--- config.mk ---
export PLATFORM = sky130hd
export DESIGN_NAME = rtd_channel_offset_config
export DESIGN_NICKNAME = d
export VERILOG_FILES = /design/src/inc/rtd_pkg.sv /design/src/hw/rtd_channel_corrector.sv /design/src/hw/rtd_channel_offset_config.sv
export VERILOG_INCLUDE_DIRS = /design/src /design/src/inc
export SDC_FILE = /design/constraint.sdc
export NUM_CORES = 1
export LEC_CHECK = 0
export BUFFER_PORTS_ARGS = -buffer_cell sky130_fd_sc_hd__buf_2
export CORE_MARGIN = 10
export CORE_UTILIZATION = 55
export CTS_BUF_LIST = sky130_fd_sc_hd__clkbuf_16
export DETAILED_ROUTE_END_ITERATION = 6
export GPL_ROUTABILITY_DRIVEN = 1
export GPL_TIMING_DRIVEN = 0
export PLACE_DENSITY = 0.88
export SLEW_MARGIN = 0
export SYNTH_ARGS = -nofsm -noshare
export SYNTH_HDL_FRONTEND = slang
export SYNTH_SLANG_ARGS = --single-unit
--- constraint.sdc ---
create_clock -name i_clk -period 4.3 [get_ports i_clk]
set_input_delay 0 -clock i_clk [delete_from_list [all_inputs] [get_ports i_clk]]
set_output_delay 0 -clock i_clk [all_outputs]
set_load 0.02 [all_outputs]
--- src/inc/rtd_map.svh ---
`ifndef RTD_MAP_SVH
`define RTD_MAP_SVH
// Summary of operation
// Mode fields accept only 0 (no input) or 1 (convert to centigrade).
// Mode 0 hides the channel offset: not readable, not writable, not applied.
// Offsets are signed counts of 0.01 degree, limited to -30000..30000.
// The offset is added to the channel's converted temperature.
// After reset every mode field and every offset holds zero.
// Each channel drives its own dedicated corrected measure output.
// Correction updates only in conversion mode; sums saturate instead of wrapping.

// parameter numbers on the register protocol
`define CHAN1_TEMP_OFFSET_ADDR 16'h0399
`define CHAN2_MEASURE_SELECT_ADDR 16'h039A
`define CHAN2_TEMP_OFFSET_ADDR 16'h039B
`define CHAN3_MEASURE_SELECT_ADDR 16'h039C
`define CHAN3_TEMP_OFFSET_ADDR 16'h039D
`define CHAN4_MEASURE_SELECT_ADDR 16'h039E
`define CHAN4_TEMP_OFFSET_ADDR 16'h039F

`define MODE_MAX 16'h0001
`define MODE_RESET 1'h0
`define OFFSET_RESET 16'h0000
// +30000 and -30000 hundredths of a degree
`define OFFSET_MAX 16'sh7530
`define OFFSET_MIN 16'sh8AD0
`define MEAS_RESET 16'h0000
`define MEAS_POS_SAT 16'h7FFF
`define MEAS_NEG_SAT 16'h8000
`define RDATA_IDLE 16'h0000
`endif

--- src/inc/rtd_pkg.sv ---
package rtd_pkg;
  typedef logic signed [15:0] temp_t;
  typedef enum logic [0:0] {
    MODE_NO_INPUT = 1'b0,
    MODE_RTD_CONVERSION = 1'b1
  } rtd_conversion_mode_t;
  typedef struct packed {
    logic sel;
    logic wr;
    logic [15:0] addr;
    logic [15:0] wdata;
  } par_req_t;
  typedef struct packed {
    logic ack;
    logic err;
    logic [15:0] rdata;
  } par_rsp_t;
endpackage : rtd_pkg

--- src/hw/rtd_channel_corrector.sv ---
`timescale 1ns/10ps
`include "rtd_map.svh"
module rtd_channel_corrector (
  input wire logic i_clk,
  input wire logic i_rstn,
  input wire logic i_enable,
  input rtd_pkg::temp_t i_offset,
  input rtd_pkg::temp_t i_raw,
  input wire logic i_raw_valid,
  output rtd_pkg::temp_t o_measure,
  output logic o_measure_valid
);
  import rtd_pkg::*;

  temp_t meas_reg;
  temp_t meas_next;
  logic valid_reg;
  logic valid_next;
  logic signed [16:0] sum;

  always_comb begin
    sum = {i_raw[15], i_raw} + {i_offset[15], i_offset};
    meas_next = meas_reg;
    valid_next = 1'b0;
    if (!i_enable) begin
      // a disabled channel reports zero rather than a stale reading
      meas_next = `MEAS_RESET;
    end else if (i_raw_valid) begin
      valid_next = 1'b1;
      if (sum[16] != sum[15]) begin
        meas_next = sum[16] ? `MEAS_NEG_SAT : `MEAS_POS_SAT;
      end else begin
        meas_next = sum[15:0];
      end
    end
  end

  always_ff @(posedge i_clk or negedge i_rstn) begin
    if (!i_rstn) begin
      meas_reg <= `MEAS_RESET;
      valid_reg <= 1'b0;
    end else begin
      meas_reg <= meas_next;
      valid_reg <= valid_next;
    end
  end

  assign o_measure = meas_reg;
  assign o_measure_valid = valid_reg;
endmodule : rtd_channel_corrector

--- src/hw/rtd_channel_offset_config.sv ---
`timescale 1ns/10ps
`include "rtd_map.svh"
module rtd_channel_offset_config (
  input wire logic i_clk,
  input wire logic i_rstn,
  input rtd_pkg::par_req_t i_par_req,
  output rtd_pkg::par_rsp_t o_par_rsp,
  input wire logic i_chan1_mode,
  input rtd_pkg::temp_t i_chan1_raw_temp,
  input rtd_pkg::temp_t i_chan2_raw_temp,
  input rtd_pkg::temp_t i_chan3_raw_temp,
  input rtd_pkg::temp_t i_chan4_raw_temp,
  input wire logic [3:0] i_raw_valid,
  output rtd_pkg::temp_t o_chan1_temperature_measure,
  output rtd_pkg::temp_t o_chan2_temperature_measure,
  output rtd_pkg::temp_t o_chan3_temperature_measure,
  output rtd_pkg::temp_t o_chan4_temperature_measure,
  output logic [3:0] o_measure_valid,
  output logic [3:0] o_chan_enabled
);
  import rtd_pkg::*;

  // mode of channels 2..4, indexed by channel number less one;
  // channel 1 mode lives outside this block
  rtd_conversion_mode_t mode_reg [1:3];
  rtd_conversion_mode_t mode_next [1:3];
  temp_t offset_reg [4];
  temp_t offset_next [4];
  par_rsp_t rsp_reg;
  par_rsp_t rsp_next;

  logic [3:0] chan_en;
  logic hit;
  logic is_mode;
  logic [1:0] ch;
  temp_t raw [4];
  temp_t meas [4];

  // request classification, shared by the state groups below
  logic req_wr;
  logic req_rd;
  logic mode_in_range;
  logic offset_in_range;
  logic offset_visible;
  logic refuse;
  logic [3:0] mode_we;
  logic [3:0] offset_we;
  logic [15:0] rdata_sel;

  assign chan_en[0] = i_chan1_mode;
  assign chan_en[1] = (mode_reg[1] == MODE_RTD_CONVERSION);
  assign chan_en[2] = (mode_reg[2] == MODE_RTD_CONVERSION);
  assign chan_en[3] = (mode_reg[3] == MODE_RTD_CONVERSION);

  // address decode
  always_comb begin
    hit = 1'b1;
    is_mode = 1'b0;
    ch = 2'd0;
    unique case (i_par_req.addr)
      `CHAN1_TEMP_OFFSET_ADDR: begin
        ch = 2'd0;
      end
      `CHAN2_MEASURE_SELECT_ADDR: begin
        ch = 2'd1;
        is_mode = 1'b1;
      end
      `CHAN2_TEMP_OFFSET_ADDR: begin
        ch = 2'd1;
      end
      `CHAN3_MEASURE_SELECT_ADDR: begin
        ch = 2'd2;
        is_mode = 1'b1;
      end
      `CHAN3_TEMP_OFFSET_ADDR: begin
        ch = 2'd2;
      end
      `CHAN4_MEASURE_SELECT_ADDR: begin
        ch = 2'd3;
        is_mode = 1'b1;
      end
      `CHAN4_TEMP_OFFSET_ADDR: begin
        ch = 2'd3;
      end
      default: begin
        hit = 1'b0;
      end
    endcase
  end

  // classify the request once; the state groups only look at the strobes
  always_comb begin
    req_wr = i_par_req.sel && i_par_req.wr;
    req_rd = i_par_req.sel && !i_par_req.wr;
    // compared unsigned, so a set bit 0 with upper bits set is still refused
    mode_in_range = (i_par_req.wdata <= `MODE_MAX);
    offset_in_range = ($signed(i_par_req.wdata) <= `OFFSET_MAX) &&
                      ($signed(i_par_req.wdata) >= `OFFSET_MIN);
    // enable before this request lands; a mode write acts from the next edge
    offset_visible = chan_en[ch];
    refuse = 1'b0;
    mode_we = 4'h0;
    offset_we = 4'h0;
    if (i_par_req.sel) begin
      if (!hit) begin
        refuse = 1'b1;
      end else if (is_mode) begin
        if (req_wr && !mode_in_range) begin
          // out-of-range writes leave the field untouched
          refuse = 1'b1;
        end else if (req_wr) begin
          mode_we[ch] = 1'b1;
        end
      end else if (!offset_visible) begin
        // hidden parameter: refused both ways, stored value kept
        refuse = 1'b1;
      end else if (req_wr && !offset_in_range) begin
        refuse = 1'b1;
      end else if (req_wr) begin
        offset_we[ch] = 1'b1;
      end
    end
  end

  // mode group
  always_comb begin
    mode_next = mode_reg;
    for (int i = 1; i < 4; i++) begin
      if (mode_we[i]) begin
        mode_next[i] = rtd_conversion_mode_t'(i_par_req.wdata[0]);
      end
    end
  end

  always_ff @(posedge i_clk or negedge i_rstn) begin
    if (!i_rstn) begin
      for (int i = 1; i < 4; i++) begin
        mode_reg[i] <= MODE_NO_INPUT;
      end
    end else begin
      mode_reg <= mode_next;
    end
  end

  // offset group: a hidden offset keeps its value for when the channel returns
  always_comb begin
    offset_next = offset_reg;
    for (int i = 0; i < 4; i++) begin
      if (offset_we[i]) begin
        offset_next[i] = $signed(i_par_req.wdata);
      end
    end
  end

  always_ff @(posedge i_clk or negedge i_rstn) begin
    if (!i_rstn) begin
      for (int i = 0; i < 4; i++) begin
        offset_reg[i] <= `OFFSET_RESET;
      end
    end else begin
      offset_reg <= offset_next;
    end
  end

  // read data; writes and refusals answer with the idle pattern
  always_comb begin
    rdata_sel = `RDATA_IDLE;
    if (req_rd && hit && !refuse) begin
      if (is_mode) begin
        unique case (ch)
          2'h1: rdata_sel = {15'h0000, mode_reg[1]};
          2'h2: rdata_sel = {15'h0000, mode_reg[2]};
          2'h3: rdata_sel = {15'h0000, mode_reg[3]};
          default: rdata_sel = `RDATA_IDLE;
        endcase
      end else begin
        rdata_sel = offset_reg[ch];
      end
    end
  end

  // response group: one answer per request, on the following edge
  always_comb begin
    rsp_next.ack = i_par_req.sel;
    rsp_next.err = refuse;
    rsp_next.rdata = rdata_sel;
  end

  always_ff @(posedge i_clk or negedge i_rstn) begin
    if (!i_rstn) begin
      rsp_reg <= '0;
    end else begin
      rsp_reg <= rsp_next;
    end
  end

  assign o_par_rsp = rsp_reg;
  assign o_chan_enabled = chan_en;

  assign raw[0] = i_chan1_raw_temp;
  assign raw[1] = i_chan2_raw_temp;
  assign raw[2] = i_chan3_raw_temp;
  assign raw[3] = i_chan4_raw_temp;

  // one corrector per channel, each with its own result
  for (genvar g = 0; g < 4; g++) begin : g_chan
    rtd_channel_corrector u_corr (
      .i_clk(i_clk),
      .i_rstn(i_rstn),
      .i_enable(chan_en[g]),
      .i_offset(offset_reg[g]),
      .i_raw(raw[g]),
      .i_raw_valid(i_raw_valid[g]),
      .o_measure(meas[g]),
      .o_measure_valid(o_measure_valid[g])
    );
  end

  assign o_chan1_temperature_measure = meas[0];
  assign o_chan2_temperature_measure = meas[1];
  assign o_chan3_temperature_measure = meas[2];
  assign o_chan4_temperature_measure = meas[3];
endmodule : rtd_channel_offset_config

-- Yosys cells after proc, flatten, opt, wreduce, memory -nomap -nowiden
Index checks and enable logic that the tools add are counted.
- register bits after elaboration: 153
- output and inout port bits: 90
- logic and storage cells: 117
- $add $sub $neg: 4
- $lt $le $gt $ge: 6
- equal/unequal tests: 18
- muxes and demuxes: 53
- bitwise logic cells: 1
- reduce and logical (&&, ||, !) cells: 17
- operator list (operator ; number):
    $mux 16 ; 20
    $eq 16x10->1 const B ; 7
    $add 16x16->17 ; 4
    $mux 4 ; 10
    $bmux 16 s2 ; 1
    $mux 1 ; 18
    $ge 16x16->1 const B ; 1
    $le 16x1->1 const B ; 1
    $le 16x16->1 const B ; 1
    $logic_and 1x1->1 ; 8
    $reduce_or 7->1 ; 1
    $ne 2x2->1 const B ; 3
    $pmux 2 s3 ; 1
    $reduce_or 2->1 ; 3
    $eq 2x2->1 const B ; 2
    $logic_not 1->1 ; 4
    $ne 1x1->1 ; 4
    $ge 3x3->1 const B ; 1
    $lt 2x3->1 const B ; 1
    $not 2->3 ; 1
    $pmux 1 s3 ; 1
    $reduce_or 3->1 ; 1
    $bmux 1 s2 ; 1
    $demux 1 s2 ; 1
    other kinds (3) ; 3

-- Depth between registers and ports, before layout
- depth in word-level cells: 13
- depth in mapped cells: 13
- depth with buffers taken out: 11

-- Cells and area by module
From an unflattened synthesis, not the netlist that was laid out.
- cells, all modules: 1059
- area total of the unflattened synthesis: 10766.6 um^2
- by module, submodules not included (module ; instances ; cells each ; area an instance (um^2)):
    rtd_channel_corrector (g_chan[1].u_corr ...) ; 3 ; 176 ; 1595.3
    rtd_channel_offset_config ; 1 ; 327 ; 4252.8
    rtd_channel_corrector (g_chan[0].u_corr) ; 1 ; 204 ; 1727.9

-- Worst setup path before layout
No wires, ideal clock.
- path kind: register to register
- from: reg offset_reg[32] (netlist name)
- to: reg g_chan[1].u_corr.meas_reg[10]
- arrival: 2.731 ns
- data required time: 4.174 ns
- slack: 1.443 ns
- cell stages (with the launch flop): 13
- clock period less this slack: 2.857 ns
- path through: dfrtp_1 > ha_1 > inv_1 > fa_1 > nor2b_1 > o31a_1 > o41ai_1 > o211ai_1 > a211oi_1 > a21oi_1 > o31a_1 > buf_2 > a221o_1
- cells in the longest elaborated chain, start to end: 5
- ends and longest elaborated chain (what ; RTL line ; source):
    start, declared ; rtd_channel_offset_config.sv:27 ; temp_t offset_reg [4];
    start signal, assigned by index ; rtd_channel_offset_config.sv:158 ; offset_reg[i] <= `OFFSET_RESET;
    start signal, assigned ; rtd_channel_offset_config.sv:161 ; offset_reg <= offset_next;
    $add 16x16->17 (*) ; rtd_channel_corrector.sv:22 ; sum = {i_raw[15], i_raw} + {i_offset[15], i_offset};
    $mux 16 (no source line) or $ne 1x1->1 (tied branches) ; -- ;
    $mux 16 (*) ; rtd_channel_corrector.sv:30 ; if (sum[16] != sum[15]) begin
    $mux 16 (*) ; rtd_channel_corrector.sv:28 ; end else if (i_raw_valid) begin
    $mux 16 (*) ; rtd_channel_corrector.sv:25 ; if (!i_enable) begin
    end signal, assigned ; rtd_channel_corrector.sv:40 ; meas_reg <= `MEAS_RESET;
    end signal, assigned ; rtd_channel_corrector.sv:43 ; meas_reg <= meas_next;
    end, declared ; rtd_channel_corrector.sv:15 ; temp_t meas_reg;
Every way passes the cells marked *; elsewhere a longest branch is shown, timed or not. The select of a mux whose other input is x is not followed.
A chain may end at the register's enable or synchronous reset.

-- Worst setup path after layout
- from: reg offset_reg[32] (netlist name)
- to: reg g_chan[1].u_corr.meas_reg[12]
The elaborated chain is that of the path after synthesis.

==> impl_metrics.csv <==
group,metric,value,unit
status,run_status,"finished, final reports clean",
synthesis,synth_register_bits,153,
synthesis,synth.most_common_cell,"sky130_fd_sc_hd__dfrtp_1",
clocking,tritoncts,"done",
clocking,cts_root_buf,"sky130_fd_sc_hd__clkbuf_16",
sta,fin_skew,0.0107,ns
placed_design,dp.cells,1401,
clocking,post_cts_buffers,0,
critical_path,crit_required,4.67,ns
sta,final-hold-violation-count,0,
min_path,worstHoldPathCells,4,
sta,finalCriticalPeriod,3.67,ns
synthesis,mapped_cell_area,0.00964,mm^2
clocking,clk_lat_worst_skew,0.43,ns
drt,detail_route.first_pass.iterations,5,
finish,layout-drive-gt1-share,25.3,%
critical_path,max_fo_critical_path,10,
finish,post_layout_net_count,1397,
synthesis,synth.net_count,1155,
drt,viasPerCell,6.05,
critical_path,ff2ff_setup_slack,0.63,ns
drt,overall_routed_net_length,28.9,mm
min_path,holdCritPathClass,"in -> reg",
floorplanning,fp.coreArea,0.0172,mm^2
clocking,clkSinkCount,153,
critical_path,worst_reg2reg_path_startpoint,"offset_reg[32]",
sta,timing.max_slew.rel_slack,49.8,%
synthesis,ys.warnings.count,0,
critical_path,r2r_cells,12,
floorplanning,dieWidth,152,um
grt,number_of_global_route_vias_before_repair,8795,
synthesis,yosysSeqAreaShare,39.7,%
clocking,clk_path_buf_depth,2,
grt,grt-ovfl-total,0,
min_path,min-delay-start,"i_chan1_raw_temp[1]",
clocking,cts.clk_slew.worst_paths,0.06,ns
synthesis,top_area_cells_in_the_synthesized_netlist,"sky130_fd_sc_hd__dfrtp_1, sky130_fd_sc_hd__ha_1, sky130_fd_sc_hd__mux2_2",
synthesis,synth-main-ff-cell,"sky130_fd_sc_hd__dfrtp_1",
placed_design,buffer_ports.inserted,193,
drt,via_count,8843,
sta,fmax,273,MHz
drt,detail-route-antenna-nets,0,
finish,area.growth.synth_to_final,22.9,%
finish,inserted_diodes,0,
sta,slew_viol_final,0,
placed_design,detailedPlacementHpwl,21.9,mm
power_and_ir_drop,worst_ir_drop_vdd,0.311,mV
grt,grt_start_max_net_pins,85,
grt,antenna_found_initial,1,
synthesis,netlist-cell-type-count,67,
sta,timing.final.crit_share,85.3,%
drt,drc_errors,0,
floorplanning,std_cell_rows,48,
grt,track_usage,24.2,%
min_path,hold_path_end,"g_chan[0].u_corr.o_measure[1]",
synthesis,synth_commonest_cells,"sky130_fd_sc_hd__dfrtp_1, sky130_fd_sc_hd__nor2_1, sky130_fd_sc_hd__nand2_1",
floorplanning,start_util,55.9,%
synthesis,synth_largest_type_area_fraction,39.7,%
drt,dr.first_iter.drc_count,825,
sta,setup-tns-final,0,ns
placed_design,finalWeightedCongestion,0.883,
critical_path,endpoint_of_the_worst_register_to_register_path,"g_chan[1].u_corr.o_measure[12]",
critical_path,start_kind,"register",
placed_design,place_area,0.0109,mm^2
drt,routedWlPerCell,19.8,um
floorplanning,floorplan.die.height,152,um
critical_path,worst_ep_arrival_time,4.04,ns
synthesis,post_synth_inst_count,982,
floorplanning,dieArea,0.0232,mm^2
finish,final_design_area_no_fill,0.0119,mm^2
sta,grt_setup_unrepaired,"no",
power_and_ir_drop,design_power_total,0.00341,W
synthesis,synth.avg_cell_area,9.82,um^2
finish,finalCoreUtilization,68.8,%
run,drv_cap,0,
power_and_ir_drop,pd_cells,288,mW/mm^2
grt,grt_first_pass_wirelength,46.4,mm
finish,instances_no_fill,1462,
critical_path,kind_of_capture_point_of_the_worst_setup_path,"register",
clocking,ctsHtreeMaxLevel,4,
sta,worst_slew_pin_slew,0.752,ns
synthesis,synth_top_cell_by_area,"sky130_fd_sc_hd__dfrtp_1",
sta,setup_viol,0,
critical_path,crit_type,"reg -> reg",
synthesis,async_flop_share,100,%
power_and_ir_drop,power.leakage,6.08,nW
floorplanning,design.portCount,195,
synthesis,synth_edf_count,0,
clocking,numCtsBuffers,17,
==> cells in the final DEF, fill, tap and decap left out, types with 4 or more instances in the layout <==
master and instances:
sky130_fd_sc_hd__buf_2 195, sky130_fd_sc_hd__dfrtp_1 153, sky130_fd_sc_hd__nor2_1 96, sky130_fd_sc_hd__nand2_1 83
sky130_fd_sc_hd__a21oi_1 71, sky130_fd_sc_hd__ha_1 64, sky130_fd_sc_hd__mux2_2 57, sky130_fd_sc_hd__o21ai_0 45
sky130_fd_sc_hd__inv_1 33, sky130_fd_sc_hd__a221o_1 32, sky130_fd_sc_hd__xnor2_1 32, sky130_fd_sc_hd__clkbuf_1 31
sky130_fd_sc_hd__dlygate4sd3_1 29, sky130_fd_sc_hd__a21o_1 24, sky130_fd_sc_hd__nor2b_1 18, sky130_fd_sc_hd__clkbuf_16 17
sky130_fd_sc_hd__nand3_1 15, sky130_fd_sc_hd__mux2i_1 15, sky130_fd_sc_hd__o221ai_1 15, sky130_fd_sc_hd__xor2_1 14
sky130_fd_sc_hd__a22oi_1 13, sky130_fd_sc_hd__nor3_1 12, sky130_fd_sc_hd__o21a_1 11, sky130_fd_sc_hd__and3_1 11
sky130_fd_sc_hd__and2_1 10, sky130_fd_sc_hd__mux2_4 10, sky130_fd_sc_hd__a211oi_1 9, sky130_fd_sc_hd__buf_4 9
sky130_fd_sc_hd__a31oi_1 8, sky130_fd_sc_hd__o21bai_1 6, sky130_fd_sc_hd__o211ai_1 6, sky130_fd_sc_hd__nor4_1 5
sky130_fd_sc_hd__bufinv_16 5, sky130_fd_sc_hd__or3_1 4, sky130_fd_sc_hd__nand2b_1 4, sky130_fd_sc_hd__nand4_1 4
sky130_fd_sc_hd__fa_1 4
==> layout make-up <==
cell class / instances / area (um^2)
Clock buffer: 17 / 425
Clock inverter: 15 / 210
Tap cell: 225 / 282
Buffer: 46 / 226
Inverter: 30 / 113
Multi-Input combinational cell: 753 / 5480
Fill cell: 1254 / 5390
Sequential cell: 153 / 3830
Timing Repair Buffer: 223 / 1290
==> critical path, stage by stage, from the launching register on <==
cell and delay (ns):
sky130_fd_sc_hd__dfrtp_1 0.45, sky130_fd_sc_hd__ha_1 0.22, sky130_fd_sc_hd__inv_1 0.06, sky130_fd_sc_hd__fa_1 0.40
sky130_fd_sc_hd__nor2b_1 0.22, sky130_fd_sc_hd__o31a_1 0.19, sky130_fd_sc_hd__o41ai_1 0.10, sky130_fd_sc_hd__o211ai_1 0.46
sky130_fd_sc_hd__a211oi_1 0.17, sky130_fd_sc_hd__a21oi_1 0.55, sky130_fd_sc_hd__o31a_1 0.38, sky130_fd_sc_hd__buf_2 0.26
sky130_fd_sc_hd__a221o_1 0.15
==> kinds of logic (layout without fill, tap and decap cells) <==
kind of cell	count (synthesis)	in the layout	share of synthesized area, %
AOI/OAI and AO/OA	275	275	19.8
xor gates and xnor gates	46	46	4.18
adders and majority gates	68	68	9.13
buffers and inverters	76	331	3.52
DFF	153	153	39.7
muxes	82	82	9.77
and+or+nand+nor	282	282	13.9
==> per-layer routing <==
metal	global-route usage (%)	wire (um)	vias up
met1	30.9	12200	4316
met5	0	13	-
li1	-	-	4102
met4	7.13	692	2
met2	39.4	13600	360
met3	6.66	2340	63
==> report_power, final <==
part	total, W	switching (W)	internal (W)
Combinational	0.000330	0.000198	0.000132
Sequential	0.00145	0.00000546	0.00145
Clock	0.00163	0.000609	0.00102
==> through the flow <==
stage | hold slack [ns] | setup WS (ns)
2_1_floorplan | -0.296 | 1.44
3_3_place_gp | 0.178 | 0.859
3_5_place_dp | 0.0535 | 0.770
4_1_cts | 0.0132 | 0.739
5_1_grt | 0.0659 | 0.294
6_report | 0.0143 | 0.632
==> worst max path at each step <==
stage,end,startpoint
floorplan,g_chan[1].u_corr.o_measure[10],offset_reg[32]
global placement,g_chan[1].u_corr.o_measure[11],offset_reg[32]
detailed placement,g_chan[1].u_corr.o_measure[12],offset_reg[32]
CTS,g_chan[1].u_corr.o_measure[12],offset_reg[32]
global route,g_chan[1].u_corr.o_measure[8],offset_reg[32]
finish,g_chan[1].u_corr.o_measure[12],offset_reg[32]
==> repair_timing <==
item                                    4_1_cts  5_1_grt
endpoints found under the hold margin       146        0
endpoints found under the setup margin        0        0
resized for setup                             0        0
hold buffers                                 29        0
No activity file was read; power rests on OpenSTA's default activity.
